## src/bms_defs.vh

```
// constants for the block move sequencer
`ifndef BMS_DEFS_VH
`define BMS_DEFS_VH
// ************************************************************
// instruction code
// ************************************************************
`define BMS_CODE_BYTES     3'h4
`define BMS_BASE_STATES    16'h0008
`define BMS_STATES_PER_BYTE 16'h0004
// last index of the six closing TEST states
`define BMS_TAIL_LAST      3'h5
// ************************************************************
// form selection
// ************************************************************
`define BMS_FORM_BYTE      1'b0
`define BMS_FORM_WORD      1'b1
`endif

```

## src/bms_block_move_sequencer.v

```verilog
// execution sequencer for the block move instruction, byte and word count forms
`timescale 1ns/1ps
`include "bms_defs.vh"
module bms_block_move_sequencer (
  // clock and reset
  input  wire        core_clk,
  input  wire        arst_n,
  // instruction fetch stream
  input  wire        codeValid,
  input  wire [7:0]  codeByte,
  input  wire        wordForm,
  // register file values at start
  input  wire [15:0] countWordIn,
  input  wire [15:0] sourcePointerIn,
  input  wire [15:0] destPointerIn,
  input  wire [7:0]  ccrIn,
  // on-chip memory port
  input  wire [7:0]  memReadData,
  output reg  [15:0] memAddr,
  output reg  [7:0]  memWriteData,
  output reg         memRead,
  output reg         memWrite,
  // register results
  output reg  [15:0] countWordReg,
  output reg  [15:0] sourcePointerReg,
  output reg  [15:0] destPointerReg,
  output reg  [7:0]  ccrOut,
  // status
  output reg         busy,
  output reg         done,
  output reg  [15:0] statesUsed
);
  // ************************************************************
  // states
  // ************************************************************
  localparam IDLE  = 3'h0;
  localparam FETCH = 3'h1;
  localparam SETUP = 3'h2;
  localparam TEST  = 3'h3;
  localparam RD    = 3'h4;
  localparam WR    = 3'h5;
  localparam PAD   = 3'h6;
  localparam FIN   = 3'h7;

  reg [2:0]  state;
  reg [2:0]  bytesTaken;
  reg        form;
  reg [2:0]  padCount;
  wire [15:0] stateCount;

  // ************************************************************
  // helpers
  // ************************************************************
  // count of zero depends on form; low byte only for the byte form
  function countIsZero;
    input        f;
    input [15:0] c;
    begin
      countIsZero = (f == `BMS_FORM_WORD) ? (c == 16'h0000) : (c[7:0] == 8'h00);
    end
  endfunction

  // pointers wrap at the top of the 64K space
  function [15:0] stepPointer;
    input [15:0] p;
    begin
      stepPointer = p + 16'h0001;
    end
  endfunction

  // byte form leaves the upper count byte alone
  function [15:0] stepCount;
    input        f;
    input [15:0] c;
    begin
      if (f == `BMS_FORM_WORD) begin
        stepCount = c - 16'h0001;
      end else begin
        stepCount = {c[15:8], c[7:0] - 8'h01};
      end
    end
  endfunction

  // ************************************************************
  // state count
  // ************************************************************
  wire running = (state != IDLE) && (state != FETCH);

  bms_state_counter counter (
    .core_clk   (core_clk),
    .arst_n     (arst_n),
    .startCount (state == SETUP),
    .tick       (running && (state != SETUP)),
    .stateCount (stateCount)
  );

  // ************************************************************
  // memory port
  // ************************************************************
  // memory is registered: read data only stands in the cycle after memRead
  // address holds through WR and PAD so the write lands at the destination
  always @(posedge core_clk or negedge arst_n) begin
    if (!arst_n) begin
      memAddr <= 16'h0000;
      memWriteData <= 8'h00;
      memRead <= 1'b0;
      memWrite <= 1'b0;
    end else begin
      memRead <= 1'b0;
      memWrite <= 1'b0;
      case (state)
        TEST: begin
          if (!countIsZero(form, countWordReg)) begin
            memAddr <= sourcePointerReg;
            memRead <= 1'b1;
          end
        end
        RD: begin
          memAddr <= destPointerReg;
        end
        WR: begin
          memWriteData <= memReadData;
          memWrite <= 1'b1;
        end
        default: begin
          memAddr <= memAddr;
        end
      endcase
    end
  end

  // ************************************************************
  // sequencer
  // ************************************************************
  // timing: SETUP, six closing TEST states and FIN make 8
  // each byte costs TEST, RD, WR, PAD = 4 states
  // figures assume single-cycle on-chip memory; there is no wait input, so slower memory cannot stretch them
  always @(posedge core_clk or negedge arst_n) begin
    if (!arst_n) begin
      state <= IDLE;
      bytesTaken <= 3'h0;
      form <= `BMS_FORM_BYTE;
      padCount <= 3'h0;
      countWordReg <= 16'h0000;
      sourcePointerReg <= 16'h0000;
      destPointerReg <= 16'h0000;
      ccrOut <= 8'h00;
      busy <= 1'b0;
      done <= 1'b0;
      statesUsed <= 16'h0000;
    end else begin
      done <= 1'b0;
      case (state)
        IDLE: begin
          if (codeValid) begin
            bytesTaken <= 3'h1;
            state <= FETCH;
            busy <= 1'b1;
          end
        end
        FETCH: begin
          if (codeValid) begin
            if (bytesTaken + 3'h1 == `BMS_CODE_BYTES) begin
              state <= SETUP;
            end
            bytesTaken <= bytesTaken + 3'h1;
          end
        end
        SETUP: begin
          form <= wordForm;
          countWordReg <= countWordIn;
          sourcePointerReg <= sourcePointerIn;
          destPointerReg <= destPointerIn;
          ccrOut <= ccrIn; // flags pass through untouched
          padCount <= 3'h0;
          state <= TEST;
        end
        TEST: begin
          if (countIsZero(form, countWordReg)) begin
            padCount <= padCount + 3'h1;
            if (padCount == `BMS_TAIL_LAST) begin
              state <= FIN; // zero count: no transfer
            end
          end else begin
            state <= RD;
          end
        end
        RD: begin
          // source byte arrives in the next cycle
          state <= WR;
        end
        WR: begin
          sourcePointerReg <= stepPointer(sourcePointerReg);
          destPointerReg <= stepPointer(destPointerReg);
          countWordReg <= stepCount(form, countWordReg);
          state <= PAD;
        end
        PAD: begin
          // write lands here; with TEST, RD and WR this keeps four per byte
          padCount <= 3'h0;
          state <= TEST; // repeat until count zero
        end
        FIN: begin
          busy <= 1'b0;
          done <= 1'b1;
          statesUsed <= stateCount + 16'h0001;
          bytesTaken <= 3'h0;
          state <= IDLE;
        end
        default: begin
          state <= IDLE;
        end
      endcase
    end
  end
endmodule

```

## src/bms_state_counter.v

```verilog
// state counter that reports the instruction's total state count
`timescale 1ns/1ps
`include "bms_defs.vh"
module bms_state_counter (
  // clock and reset
  input  wire        core_clk,
  input  wire        arst_n,
  // control
  input  wire        startCount,
  input  wire        tick,
  // result
  output reg  [15:0] stateCount
);
  always @(posedge core_clk or negedge arst_n) begin
    if (!arst_n) begin
      stateCount <= 16'h0000;
    end else if (startCount) begin
      stateCount <= 16'h0001;
    end else if (tick) begin
      stateCount <= stateCount + 16'h0001;
    end
  end
endmodule

```

## config.mk

```make
export PLATFORM = sky130hd
export DESIGN_NAME = bms_block_move_sequencer
export DESIGN_NICKNAME = d
export VERILOG_FILES = /design/src/bms_block_move_sequencer.v /design/src/bms_state_counter.v
export VERILOG_INCLUDE_DIRS = /design/src
export SDC_FILE = /design/constraint.sdc
export NUM_CORES = 1
export LEC_CHECK = 0
export ABC_AREA = 1
export BUFFER_PORTS_ARGS = -buffer_cell sky130_fd_sc_hd__buf_2
export CORE_UTILIZATION = 40
export CTS_CLUSTER_SIZE = 10
export DETAILED_ROUTE_END_ITERATION = 12
export PLACE_DENSITY = 0.67
export SETUP_SLACK_MARGIN = 0.2
export SKIP_CTS_REPAIR_TIMING = 1
export SLEW_MARGIN = 40
export SYNTH_ARGS = -nofsm -noshare
export SYNTH_HDL_FRONTEND = slang
export SYNTH_SLANG_ARGS = --single-unit
```

## constraint.sdc

```tcl
create_clock -name core_clk -period 2.1 [get_ports core_clk]
set_clock_uncertainty 0.05 [all_clocks]
set_input_delay 0.42 -clock core_clk [delete_from_list [all_inputs] [get_ports core_clk]]
set_output_delay 0.42 -clock core_clk [all_outputs]
set_load 0.1 [all_outputs]
```

==> metrics <==
outcome finished, final reports clean; Yosys cell types 39; die height 132.9 microns; hold path start ccrIn[5]; CP startpoint kind register; I/O Buffers 167; Buf/Inv on CP 1; Post-synth ARST share 100.0%; TritonCTS Buffers 17; Setup Viol. Count Final 0; Initial Util roughly two fifths; crit path cell chain buf_2; CTS root buf clkbuf_16; Syn Nets 1003; critical path capture point type output port; WL/cell about 14 microns; Total GRT Usage 22.88%; Final Hold Fails 0; Worst-path clk slew 60 ps; DIE WIDTH between 100 and 150 microns; share of layout cells above drive strength 1 24.84%; period utilisation layout around 89%; Fmax achieved 537.4 MHz; crit-path max FO 6; R2R cell count 7; leading cell types in the layout, fill and taps excluded nand2_1 (323), buf_2 (163), dfrtp_1 (96), inv_1 (87), nand3_1 (82); Netlist Area Pre-Place 6855 sq um; first-pass GRT wire length 31600 microns; Routed Antenna Nets 0; flop2flop setup slack 370 ps; CTS max path bufs 2; Top delay family on crit path flip-flops; Max Cap Viol 0; r2r endpoint sourcePointerReg[4]; largest net degree at the start of global routing 50; GRT overflow 0; Reg-to-Reg Start state[2]; most common cell after layout, fill and taps aside nand2_1; Worst Hold Path EP ccrOut[5]; vias per cell 5.004; Slew @ Worst Pin roughly 520 ps; # clock sinks 126; DRT Pass-1 Iters 7; vias in the first global route 6217; Die Area 17670 sq um; Row Count 47; Final Wtd Congestion around 0.94; CTS H-tree lvls 4; CP Data Arrival Time 1390 ps; # IOs 176; synthesized instance count 918; Avg Inst Size Synth roughly 7.5 sq um; hold path cells 3; DP Wirelength 13790 microns; Starting DRT DRC Count 365; Critical Path RT 1630 ps; crit path time final around 1900 ps; YS warnings 0; Post-synth EDFFs 0; Hold WC Path Type primary input to register; Layout Area Growth over Synthesis 26.21%; Top FF cell, synth dfrtp_1; Residual DRC 0; core outline area 16640 sq um; Slew Viols, Final 0; TNS Setup 0 ps; Max stage delay on crit path between 400 and 500 ps; sequential fraction of the synthesis area 45.99%; critical path type register to output port; initial antenna violation count 1; #FFs+latches synth 126; RSZ-0062 raised after global routing no; Hold WS 137.1 ps; CP max-delay cell dfrtp_1; clk_lat worst skew 430 ps; Total Routed Length 19110 microns; nets 1175; CTS tree built; Rel. slew slack 65.36%; vias between 6000 and 7000
==> cell families (layout without fill, tap and decap cells) <==
logic type                 after synthesis  count (layout)  synth area share [%]
AOI/OAI and AO/OA                      130             130                 11.08
xor gates and xnor gates                13              13                 1.661
adders and majority gates                9               9                 1.643
buffers and inverters                  124             309                 7.885
DFF                                    126             126                 45.99
muxes                                    1               1                0.1643
other                                    0               1                     0
and+or+nand+nor                        515             515                 31.58
==> cells in the mapped netlist (all sizes together) (3+ instances only) <==
library cell,count,area share [%]
nand2,330,19
dfrtp,126,46
inv,93,5.1
nand3,83,6.1
nor2,70,4.2
o21ai,59,4.4
a21oi,29,2.1
buf,25,2.5
nand4,16,1.5
o211ai,13,1.4
nor3,12,0.88
xor2,11,1.4
o22ai,10,0.91
ha,9,1.6
clkbuf,6,0.33
o21a,6,0.66
a22oi,3,0.40
==> worst max-delay path by stage <==
stage | start | end | slack [ps] | cells after the start
3_3_place_gp | state[2] | countWordReg[14] | 320 | 7
4_1_cts | sourcePointerReg[9] | sourcePointerReg[9] | 210 | 1
2_1_floorplan | sourcePointerReg[1] | sourcePointerReg[10] | 140 | 8
3_5_place_dp | state[0] | sourcePointerReg[7] | 290 | 6
5_1_grt | sourcePointerReg[1] | sourcePointerReg[10] | 200 | 8
6_report | sourcePointerReg[13] | sourcePointerReg[13] | 240 | 1
==> metal layers <==
layer	global-route usage (%)	wire length, microns
met1	31.71	8973
met2	34.26	8592
met3	5.326	1054
met4	9.451	487
met5	0	0
==> layout make-up <==
type	instances	area [sq um]
clock inverters	13	165.2
inverters	93	351.6
repair buffers	184	1026
clock buffers	19	452.9
fillers	1612	7990
flip-flops and latches	126	3191
diodes	1	2.502
multi-input cells	668	3188
well taps	220	275.3
==> through the flow <==
stage | util (%) | setup WS (ps) | std cells | cell area (sq um)
3_5_place_dp | 48.01 | 285.6 | 1290 | 7990
5_1_grt | 51.99 | 197.1 | 1324 | 8652
6_report | 51.99 | 239.2 | 1324 | 8652
4_1_cts | 51.73 | 212.3 | 1322 | 8608
2_1_floorplan | - | 144.6 | 918 | 6893
3_3_place_gp | 48.01 | 323.5 | 1290 | 7990
==> sequential cells by signal (all words and copies together) (netlist names), 8 cells and up <==
signal              cells
memWriteData            8
destPointerReg         16
countWordReg           16
counter.stateCount     16
memAddr                16
statesUsed             16
sourcePointerReg       16
ccrOut                  8
Power is left out: the tool's default activity adds up to more than one toggle a clock period on the data nets, which glitch-free logic cannot reach.
